**src/i2c_cfg_pkg.sv**
```systemverilog
package i2c_cfg_pkg;

  // ----------------------------------------------------------------
  // Register map (byte offsets from the module base)
  // ----------------------------------------------------------------
  localparam logic [11:0] OFS_OWN_ADDR = 12'h280;  // own_slave_address
  localparam logic [11:0] OFS_RATE     = 12'h284;  // bit_rate_divider
  localparam logic [11:0] OFS_CTRL     = 12'h288;  // serial_control
  localparam logic [11:0] OFS_STATUS   = 12'h28c;  // serial_status
  localparam logic [11:0] OFS_DATA     = 12'h290;  // serial_data_io
  localparam int          LANE_LSB     = 24;       // Registers live in bits 31:24

  // ----------------------------------------------------------------
  // Reset values and field positions
  // ----------------------------------------------------------------
  localparam logic [7:0] RST_REG      = 8'h00;    // Writable registers clear at reset; status reads 8'h01
  localparam logic [7:0] CTRL_WR_MASK = 8'hf8;    // Repeat start and reserved read zero
  localparam logic [7:0] RATE_WR_MASK = 8'h3f;    // Bits 7:6 reserved
  localparam logic [7:0] ADDR_WR_MASK = 8'hfe;    // Bit 0 reserved
  localparam int CTL_EN   = 7;                    // Module enable
  localparam int CTL_MSTA = 5;                    // Master select
  localparam int CTL_MTX  = 4;                    // Transmit direction
  localparam int CTL_TXAK = 3;                    // 1 = no acknowledge sent
  localparam int DIV_W    = 12;                   // Divider width
  localparam logic [3:0] BIT_ACK = 4'h8;          // Index of the ninth clock

  // ----------------------------------------------------------------
  // Carriers and state encodings
  // ----------------------------------------------------------------
  typedef struct packed {
    logic [11:0] addr;   // Byte offset from module base
    logic [31:0] wdata;  // Write data, register in 31:24
    logic        wr;     // Write strobe, one cycle
    logic        rd;     // Read strobe, one cycle
    logic        ext;    // Access made by an external bus master
  } reg_req_t;

  typedef enum logic [4:0] {
    M_IDLE  = 5'b00001,
    M_START = 5'b00010,
    M_XFER  = 5'b00100,
    M_WAIT  = 5'b01000,
    M_STOP  = 5'b10000
  } mst_state_t;

  // Rate code to divider, index is the code
  localparam logic [DIV_W-1:0] DIV_TABLE [64] = '{
    12'd28,  12'd30,  12'd34,  12'd40,  12'd44,  12'd48,  12'd56,  12'd68,
    12'd80,  12'd88,  12'd104, 12'd128, 12'd144, 12'd160, 12'd192, 12'd240,
    12'd288, 12'd320, 12'd384, 12'd480, 12'd576, 12'd640, 12'd768, 12'd960,
    12'd1152, 12'd1280, 12'd1536, 12'd1920, 12'd2304, 12'd2560, 12'd3072, 12'd3840,
    12'd20,  12'd22,  12'd24,  12'd26,  12'd28,  12'd32,  12'd36,  12'd40,
    12'd48,  12'd56,  12'd64,  12'd72,  12'd80,  12'd96,  12'd112, 12'd128,
    12'd160, 12'd192, 12'd224, 12'd256, 12'd320, 12'd384, 12'd448, 12'd512,
    12'd640, 12'd768, 12'd896, 12'd1024, 12'd1280, 12'd1536, 12'd1792, 12'd2048
  };

  // Half period of the bit clock for a rate code
  function automatic logic [DIV_W-1:0] half_period(input logic [5:0] code);
    half_period = {1'b0, DIV_TABLE[code][DIV_W-1:1]};
  endfunction : half_period

endpackage : i2c_cfg_pkg

```
**src/i2c_addr_bitrate_cfg.sv**
```systemverilog
`timescale 1ns/1ps
module i2c_addr_bitrate_cfg
  import i2c_cfg_pkg::*;
(
  input  wire logic        core_clk_i,  // 100 MHz system clock
  input  wire logic        nrst_i,      // Async reset, active low
  input  wire reg_req_t    req_i,       // Register access
  output logic [31:0]      rdata_o,     // Read data
  output logic             bus_ack_o,   // Access answered
  output logic             err_o,       // Access refused
  input  wire logic        scl_i,       // SCL level
  output logic             scl_o,       // SCL drive value (low)
  output logic             scl_oe_o,    // SCL pulled low
  input  wire logic        sda_i,       // SDA level
  output logic             sda_o,       // SDA drive value (low)
  output logic             sda_oe_o     // SDA pulled low
);

  // ----------------------------------------------------------------
  // Register file
  // ----------------------------------------------------------------
  logic [7:0]  own_q, own_d;      // Own slave address
  logic [7:0]  rate_q, rate_d;    // Rate code
  logic [7:0]  ctl_q, ctl_d;      // Control
  logic [7:0]  data_q, data_d;    // Data byte
  logic [31:0] rdata_q, rdata_d;  // Read answer
  logic        err_q, err_d;      // Refusal flag
  logic        back_q, back_d;    // Access answered
  logic [4:0]  sel;               // One-hot register select
  logic [7:0]  rd_byte;           // Selected register value
  logic [7:0]  status;            // Live status byte
  // Link state
  logic [DIV_W-1:0] cnt_q, cnt_d; // Prescaler count
  logic        tick;              // Half bit period elapsed
  mst_state_t  mst_q, mst_d;      // Master sequencer
  logic [3:0]  mbit_q, mbit_d;    // Master bit index
  logic [7:0]  tx_q, tx_d;        // Byte being shifted out
  logic        sclk_q, sclk_d;    // Master holds SCL low
  logic        msda_q, msda_d;    // Master holds SDA low
  logic        scl_s_q, sda_s_q;  // Previous line samples
  logic        busy_q, busy_d;    // Bus between start and stop
  logic [7:0]  sh_q, sh_d;        // Slave shift register
  logic [3:0]  sbit_q, sbit_d;    // Slave bit count
  logic        sadr_q, sadr_d;    // Slave in address phase
  logic        sack_q, sack_d;    // Slave pulling acknowledge
  logic        aas_q, aas_d;      // Addressed as slave
  logic        srw_q, srw_d;      // Requested direction
  logic        tcf_q, tcf_d;      // Byte transfer complete
  logic        rxak_q, rxak_d;    // Acknowledge received
  logic        scl_rise, scl_fall, start_det, stop_det, match, wr_data;

  // Register select, unmapped offsets give all zero
  always_comb begin
    sel = 5'b00000;
    if (req_i.addr == OFS_OWN_ADDR) begin
      sel = 5'b00001;
    end else if (req_i.addr == OFS_RATE) begin
      sel = 5'b00010;
    end else if (req_i.addr == OFS_CTRL) begin
      sel = 5'b00100;
    end else if (req_i.addr == OFS_STATUS) begin
      sel = 5'b01000;
    end else if (req_i.addr == OFS_DATA) begin
      sel = 5'b10000;
    end
  end

  assign status  = {tcf_q, aas_q, busy_q, 2'b00, srw_q, 1'b0, rxak_q};
  assign wr_data = req_i.wr && sel[4];

  // Register next values; writes mask reserved bits to zero
  always_comb begin
    own_d   = (req_i.wr && sel[0]) ? (req_i.wdata[31:24] & ADDR_WR_MASK) : own_q;
    rate_d  = (req_i.wr && sel[1]) ? (req_i.wdata[31:24] & RATE_WR_MASK) : rate_q;
    ctl_d   = (req_i.wr && sel[2]) ? (req_i.wdata[31:24] & CTRL_WR_MASK) : ctl_q;
    data_d  = wr_data ? req_i.wdata[31:24] : data_q;
    rd_byte = 8'h00;
    if (sel[0]) begin
      rd_byte = own_q;
    end else if (sel[1]) begin
      rd_byte = rate_q;
    end else if (sel[2]) begin
      rd_byte = ctl_q;
    end else if (sel[3]) begin
      rd_byte = status;
    end else if (sel[4]) begin
      rd_byte = data_q;
    end
    // Lower lanes are reserved and read as zero
    rdata_d = req_i.rd ? {rd_byte, 24'h000000} : 32'h00000000;
    // Any master, external or not, reaches the five registers;
    // every other offset (memories, base register) is refused
    err_d   = (req_i.rd || req_i.wr) && (sel == 5'b00000);
    back_d  = req_i.rd || req_i.wr;
  end

  // ----------------------------------------------------------------
  // Prescaler and line sampling
  // ----------------------------------------------------------------
  assign tick      = (cnt_q >= half_period(rate_q[5:0]) - 12'd1);
  assign scl_rise  = scl_i && !scl_s_q;
  assign scl_fall  = !scl_i && scl_s_q;
  assign start_det = scl_i && scl_s_q && sda_s_q && !sda_i;
  assign stop_det  = scl_i && scl_s_q && !sda_s_q && sda_i;
  // The block never answers its own call while mastering
  assign match     = (sh_q[7:1] == own_q[7:1]) && (mst_q == M_IDLE);

  // Link next-state logic
  always_comb begin
    // A rate write restarts the period so no stale count survives
    cnt_d  = ((req_i.wr && sel[1]) || tick) ? '0 : cnt_q + 12'd1;
    busy_d = start_det ? 1'b1 : (stop_det ? 1'b0 : busy_q);
    mst_d  = mst_q;
    mbit_d = mbit_q;
    tx_d   = tx_q;
    sclk_d = sclk_q;
    msda_d = msda_q;
    tcf_d  = tcf_q;
    rxak_d = (scl_rise && mst_q == M_XFER && mbit_q == BIT_ACK) ? sda_i : rxak_q;
    case (mst_q)
      M_IDLE: begin
        // Address byte comes from the data register, never own_q
        if (ctl_q[CTL_EN] && ctl_q[CTL_MSTA] && !busy_q && wr_data) begin
          tx_d   = req_i.wdata[31:24];
          msda_d = 1'b1;                // Start: SDA falls, SCL high
          tcf_d  = 1'b0;
          mst_d  = M_START;
        end
      end
      M_START: begin
        if (tick) begin
          sclk_d = 1'b1;
          mbit_d = 4'h0;
          msda_d = ctl_q[CTL_MTX] ? !tx_q[7] : 1'b0;
          mst_d  = M_XFER;
        end
      end
      M_XFER: begin
        if (tick && sclk_q) begin
          sclk_d = 1'b0;                // Low phase over, release SCL
        end else if (tick && scl_i) begin
          // High phase over; a stretched SCL simply delays this
          sclk_d = 1'b1;
          mbit_d = mbit_q + 4'h1;
          tx_d   = {tx_q[6:0], 1'b0};
          if (mbit_q == BIT_ACK) begin
            msda_d = 1'b0;
            tcf_d  = 1'b1;
            mst_d  = M_WAIT;
          end else if (mbit_q == 4'h7) begin
            msda_d = ctl_q[CTL_MTX] ? 1'b0 : !ctl_q[CTL_TXAK];
          end else begin
            msda_d = ctl_q[CTL_MTX] ? !tx_q[6] : 1'b0;
          end
        end
      end
      M_WAIT: begin
        // SCL held low until software supplies the next byte
        if (!ctl_q[CTL_MSTA]) begin
          msda_d = 1'b1;
          mbit_d = 4'h0;
          mst_d  = M_STOP;
        end else if (wr_data) begin
          tx_d   = req_i.wdata[31:24];
          tcf_d  = 1'b0;
          mbit_d = 4'h0;
          msda_d = ctl_q[CTL_MTX] ? !req_i.wdata[31] : 1'b0;
          mst_d  = M_XFER;
        end
      end
      M_STOP: begin
        if (tick && mbit_q == 4'h0) begin
          sclk_d = 1'b0;                // SCL rises first
          mbit_d = 4'h1;
        end else if (tick) begin
          msda_d = 1'b0;                // Then SDA rises: stop
          mst_d  = M_IDLE;
        end
      end
      default: begin
        mst_d = M_IDLE;
      end
    endcase
    if (!ctl_q[CTL_EN]) begin
      mst_d  = M_IDLE;
      sclk_d = 1'b0;
      msda_d = 1'b0;
    end
    // Fresh count on every state change, so start, stop and
    // resumed bytes never move SDA on the edge that moves SCL
    if (mst_d != mst_q) begin
      cnt_d = '0;
    end
  end

  // Slave address reception and acknowledge
  always_comb begin
    sh_d   = sh_q;
    sbit_d = sbit_q;
    sadr_d = sadr_q;
    sack_d = sack_q;
    srw_d  = srw_q;
    aas_d  = aas_q;
    if (req_i.wr && sel[2]) begin
      aas_d = 1'b0;                     // Cleared by a control write
    end
    if (!ctl_q[CTL_EN] || stop_det) begin
      sadr_d = 1'b0;
      sack_d = 1'b0;
    end else if (start_det) begin
      sbit_d = 4'h0;
      sadr_d = 1'b1;
      sack_d = 1'b0;
    end else if (scl_rise && sadr_q && sbit_q < BIT_ACK) begin
      sh_d   = {sh_q[6:0], sda_i};
      sbit_d = sbit_q + 4'h1;
    end else if (scl_fall && sadr_q && sbit_q == BIT_ACK) begin
      sadr_d = 1'b0;
      if (match) begin
        sack_d = 1'b1;
        aas_d  = 1'b1;                  // Set wins over the clear
        srw_d  = sh_q[0];
      end
    end else if (scl_fall && sack_q) begin
      sack_d = 1'b0;                    // Ninth clock finished
    end
  end

  // ----------------------------------------------------------------
  // State registers
  // ----------------------------------------------------------------
  always_ff @(posedge core_clk_i or negedge nrst_i) begin
    if (!nrst_i) begin
      own_q <= RST_REG;  rate_q <= RST_REG;  ctl_q <= RST_REG;  data_q <= RST_REG;
      rdata_q <= 32'h00000000;  err_q <= 1'b0;  back_q <= 1'b0;
      cnt_q <= '0;  mst_q <= M_IDLE;  mbit_q <= 4'h0;  tx_q <= 8'h00;
      sclk_q <= 1'b0;  msda_q <= 1'b0;  scl_s_q <= 1'b1;  sda_s_q <= 1'b1;
      busy_q <= 1'b0;  sh_q <= 8'h00;  sbit_q <= 4'h0;  sadr_q <= 1'b0;
      sack_q <= 1'b0;  aas_q <= 1'b0;  srw_q <= 1'b0;  tcf_q <= 1'b0;
      rxak_q <= 1'b1;  scl_oe_o <= 1'b0;  sda_oe_o <= 1'b0;
    end else begin
      own_q <= own_d;  rate_q <= rate_d;  ctl_q <= ctl_d;  data_q <= data_d;
      rdata_q <= rdata_d;  err_q <= err_d;  back_q <= back_d;
      cnt_q <= cnt_d;  mst_q <= mst_d;  mbit_q <= mbit_d;  tx_q <= tx_d;
      sclk_q <= sclk_d;  msda_q <= msda_d;  scl_s_q <= scl_i;  sda_s_q <= sda_i;
      busy_q <= busy_d;  sh_q <= sh_d;  sbit_q <= sbit_d;  sadr_q <= sadr_d;
      sack_q <= sack_d;  aas_q <= aas_d;  srw_q <= srw_d;  tcf_q <= tcf_d;
      rxak_q <= rxak_d;
      scl_oe_o <= sclk_d;               // Open drain: enable means low
      // Master SDA lags SCL by one cycle: data changes only while SCL is low
      sda_oe_o <= msda_q || sack_d;
    end
  end

  assign rdata_o   = rdata_q;
  assign err_o     = err_q;
  assign bus_ack_o = back_q;
  assign scl_o     = 1'b0;              // Lines are only ever pulled low
  assign sda_o     = 1'b0;
endmodule : i2c_addr_bitrate_cfg

```
**config.mk**
```make
export PLATFORM = sky130hd
export DESIGN_NAME = i2c_addr_bitrate_cfg
export DESIGN_NICKNAME = d
export VERILOG_FILES = /design/src/i2c_cfg_pkg.sv /design/src/i2c_addr_bitrate_cfg.sv
export SDC_FILE = /design/constraint.sdc
export NUM_CORES = 1
export LEC_CHECK = 0
export ABC_AREA = 1
export BUFFER_PORTS_ARGS = -buffer_cell sky130_fd_sc_hd__buf_4
export CORE_UTILIZATION = 50
export CTS_BUF_LIST = sky130_fd_sc_hd__clkbuf_8
export DETAILED_ROUTE_END_ITERATION = 12
export PLACE_DENSITY = 0.84
export SLEW_MARGIN = 20
export SYNTH_ARGS = -nofsm -noshare
export SYNTH_HDL_FRONTEND = slang
export SYNTH_SLANG_ARGS = --single-unit
```
**constraint.sdc**
```tcl
create_clock -name core_clk_i -period 7 [get_ports core_clk_i]
set_clock_uncertainty 0.2 [all_clocks]
set_input_delay 1.05 -clock core_clk_i [delete_from_list [all_inputs] [get_ports core_clk_i]]
set_output_delay 1.05 -clock core_clk_i [all_outputs]
set_load 0.01 [all_outputs]
```
==> flow_summary.yaml <==
route:
  drt-initial-drc-count: 367
  via_count: 4912
  drt-pass1-iter-count: 5
  dr_wl_met2_mm: 6.13
  avgViaCountPerCell: 5.32
  drt-total-wl_mm: 12.4
  routedWlPerCell_um: 13.4
  wl_met3_um: 708
  top_signal_layer_used: "met4"
  drt.antenna.violating_nets: 0
  number_of_remaining_drc_errors: 0
  drt-met1-wl_mm: 5.26
yosys:
  synth_simple_gate_area_share: 0.274
  yosys_register_bits: 89
  yosys.area_share.xor_xnor: 0.0288
  post_synth_instance_area_mm2: 0.00577
  post_synthesis_cell_type_count: 52
  synthCells: 748
  avgSynthCellArea_um2: 7.71
  synth-edff-count: 0
  synth_seq_area_share: 0.387
  ys_async_sr_fraction: 1.00
  post_synth_fa_ha_maj_area_fraction: 0.0499
  dominant_combinational_cell_family_by_area_after_synthesis: "simple AND/OR/NAND/NOR gates"
  synth_compound_gate_area_share: 0.128
  synth_top_flop_cell: "sky130_fd_sc_hd__dfrtp_1"
  synth_warnings: 0
  post_synth_mux_area_share: 0.0117
worst_setup_path:
  cp_max_fo: 19
  setup.worst_path.class: "reg -> reg"
  worst_setup_path_startpoint: "rate_q[3]"
  slowest_cell_on_the_critical_path: "sky130_fd_sc_hd__dfrtp_1"
  critical_path_required_ps: 7100
  critical_path_arrival_ps: 5260
  setup.worst_path.start_class: "register"
  timing.rr.start: "rate_q[3]"
  crit_top_cell: "sky130_fd_sc_hd__nand2_1"
  endpoint_kind: "register"
  cp_slowest_stage_delay_ps: 720
  critical_path.cell_chain: "clkinv_1 -> nand2_1 -> nor3_1 -> a41oi_1 -> ha_1 -> nand2_1 -> a21oi_1 -> nand3_1 -> nand3b_1 -> xor2_1 -> ha_1 -> nand2_1 -> inv_1 -> nand2_1 -> nand3_1 -> nor2_1 -> nand2_2 -> nor2_1 -> or3b_2 -> nor2_2"
placement:
  portBuffers: 37
  routabilityCongestion: 0.924
  place.detailed.hpwl_mm: 9.41
  place_area_mm2: 0.00603
  placement.setup.worst_slack_ps: 1870
floorplanning:
  top_level_ports: 89
  dieArea_mm2: 0.0120
  die_x_um: 109
  floorplan.initialDensity: 0.523
  vertical_extent_of_the_die_um: 109
  core.rowCount: 38
  placeableCoreArea_mm2: 0.0110
timing:
  final_min_period_over_clock_period: 0.738
  rsz_0062_raised_after_global_routing: "no"
  final.setup.tns_ps: 0
  final_max_slew_viol_count: 0
  slew_headroom: 0.461
  worst_slack_ps: 1840
  final.hold.worst_slack_ps: 296
  min_period_ps: 5160
  max_freq_mhz: 194
  timing.final.setup_violations: 0
  tightest_slew_ps: 808
  final_hold_viol_count: 0
run:
  maxCapViolations: 0
grt:
  grt_pass1_wl_mm: 21.1
  number_of_global_route_vias_before_repair: 4628
  grt-ovfl-total: 0
  global_route.usage.total: 0.228
  antenna_violations_before_repair: 0
  grt_max_degree: 68
cts:
  cts.hold.buffers_added: 0
  clkSlewWorstSetupHoldPaths_ps: 90
  cts_sinks: 89
  worstSkewPairLatency_ps: 370
  post_cts.resized_instances: 0
  cts.root.buffer_cell: "sky130_fd_sc_hd__clkbuf_8"
  tritoncts_clock_tree: "done"
  clock_path_buffers: 2
  cts-buffers-inserted: 9
  post_cts.repair.setup_buffers: 0
  clock_tree.htree_level_count: 3
finish:
  syn_to_final_growth_pct: 7.59
  layout-drive-gt1-share: 0.144
  layout.core_utilization: 0.563
  multi_input_comb_area_mm2: 0.00294
  fin_area_mm2: 0.00621
  finalNetCount: 852
  antenna_cells: 0
  num-fill-cells: 1011
  final-seq-area_mm2: 0.00223
pwr:
  leakage_nw: 3.18
  vdd_drop_max_uv: 155
  powerDensity_mw_per_mm2: 161
worst_hold_path:
  hold_path.startpoint: "msda_q"
  hp-class: "reg -> reg"
status:
  status: "finished clean"
==> area by class of cell <==
cell class | instances | area share
clock buffer | 9 | 0.0200
clock inverter | 7 | 0.00907
inverter | 102 | 0.0643
multi-input combinational | 538 | 0.473
sequential | 89 | 0.360
tap | 140 | 0.0282
timing repair buffer | 38 | 0.0459
==> critical path: cells and delay by family, from the launching register on <==
kind / cells / cell delay [ps]
xor gates and xnor gates: 1 / 160
DFF: 1 / 720
AOI/OAI and AO/OA: 2 / 460
and+or+nand+nor: 13 / 2600
adders and majority gates: 2 / 510
buffers and inverters: 2 / 470
==> flip-flops by register name, indices dropped and copies added (netlist names), 4 cells and up <==
signal and cells:
rate_q 6, ctl_q 5, data_q 8, rdata_o 8
mbit_q 4, mst_q 5, cnt_q 12, own_q 7
sbit_q 4, tx_q 8, sh_q 8
==> cell usage in the layout, fill, tap and decap left out, types with 3 or more instances in the layout <==
cell type                     n
sky130_fd_sc_hd__nand2_1    176
sky130_fd_sc_hd__inv_1       93
sky130_fd_sc_hd__dfrtp_1     85
sky130_fd_sc_hd__o21ai_0     58
sky130_fd_sc_hd__nor2_1      53
sky130_fd_sc_hd__nand3_1     44
sky130_fd_sc_hd__buf_4       38
sky130_fd_sc_hd__conb_1      26
sky130_fd_sc_hd__ha_1        23
sky130_fd_sc_hd__a21oi_1     19
sky130_fd_sc_hd__nand4_1     17
sky130_fd_sc_hd__nor2_2      16
sky130_fd_sc_hd__o211ai_1    12
sky130_fd_sc_hd__xor2_1      10
sky130_fd_sc_hd__xnor2_1      9
sky130_fd_sc_hd__clkbuf_8     9
sky130_fd_sc_hd__nor3_1       8
sky130_fd_sc_hd__o2111ai_1    6
sky130_fd_sc_hd__nand3_2      6
sky130_fd_sc_hd__o22ai_1      6
sky130_fd_sc_hd__mux2_2       6
sky130_fd_sc_hd__nand2_2      5
sky130_fd_sc_hd__inv_2        5
sky130_fd_sc_hd__nand3b_1     4
sky130_fd_sc_hd__nor4_1       4
sky130_fd_sc_hd__dfstp_2      4
sky130_fd_sc_hd__clkinv_1     3
sky130_fd_sc_hd__o21ai_2      3
sky130_fd_sc_hd__or2_2        3
==> synthesized netlist by cell type (all sizes together) (2+ instances only) <==
library cell | count | area [um^2]
o2111ai | 6 | 52.6
o22ai | 6 | 37.5
xor2 | 10 | 87.6
nand2 | 181 | 692
nand3 | 51 | 298
clkbuf | 5 | 18.8
o21ai | 63 | 327
o211ai | 13 | 103
nor2 | 71 | 322
or2 | 3 | 18.8
xnor2 | 9 | 78.8
buf | 39 | 278
mux2 | 6 | 67.6
inv | 98 | 370
dfrtp | 85 | 2130
nor3 | 10 | 60.1
ha | 23 | 288
o31ai | 2 | 15.0
nand3b | 4 | 30.0
a21oi | 21 | 128
nand4 | 18 | 119
dfstp | 4 | 105
nor4 | 4 | 25.0
clkinv | 3 | 11.3
==> power breakdown <==
part	total, mW	switching [mW]	internal [mW]
Sequential	0.557	0.0230	0.534
Clock	0.326	0.194	0.133
Combinational	0.119	0.0694	0.0496
==> worst paths after layout <==
path / end / slack (ps) / depth (start not counted)
min in group asynchronous: sclk_q / 360 / 1
hold / removal: sda_oe_o / 300 / 1
setup reg to reg: cnt_q[6] / 1840 / 20
setup / recovery: cnt_q[6] / 1840 / 20
max in group asynchronous: rate_q[3] / 5120 / 2
hold reg to reg: sda_oe_o / 300 / 1
==> metal layers <==
| layer | up-vias | global-route usage |
|---|---|---|
| met5 | - | 0 |
| met4 | 0 | 0.0886 |
| met3 | 26 | 0.0433 |
| met2 | 154 | 0.399 |
| met1 | 2275 | 0.279 |
| li1 | 2457 | - |
==> logic make-up after synthesis <==
logic type               Yosys count
AND/OR/NAND/NOR                  344
buffers and inverters            146
AO/OA/AOI/OAI                    120
flip-flops                        89
adder cells (fa/ha/maj)           23
XOR/XNOR                          19
multiplexers                       6
other                              1
==> per-stage QoR <==
stage          std cells  power, mW
6_report             923       1.00
5_1_grt              923       1.05
4_1_cts              923       1.01
3_5_place_dp         907      0.687
3_3_place_gp         907      0.679
2_1_floorplan        773      0.650
Note: power is estimated with default switching activity, not from simulation.
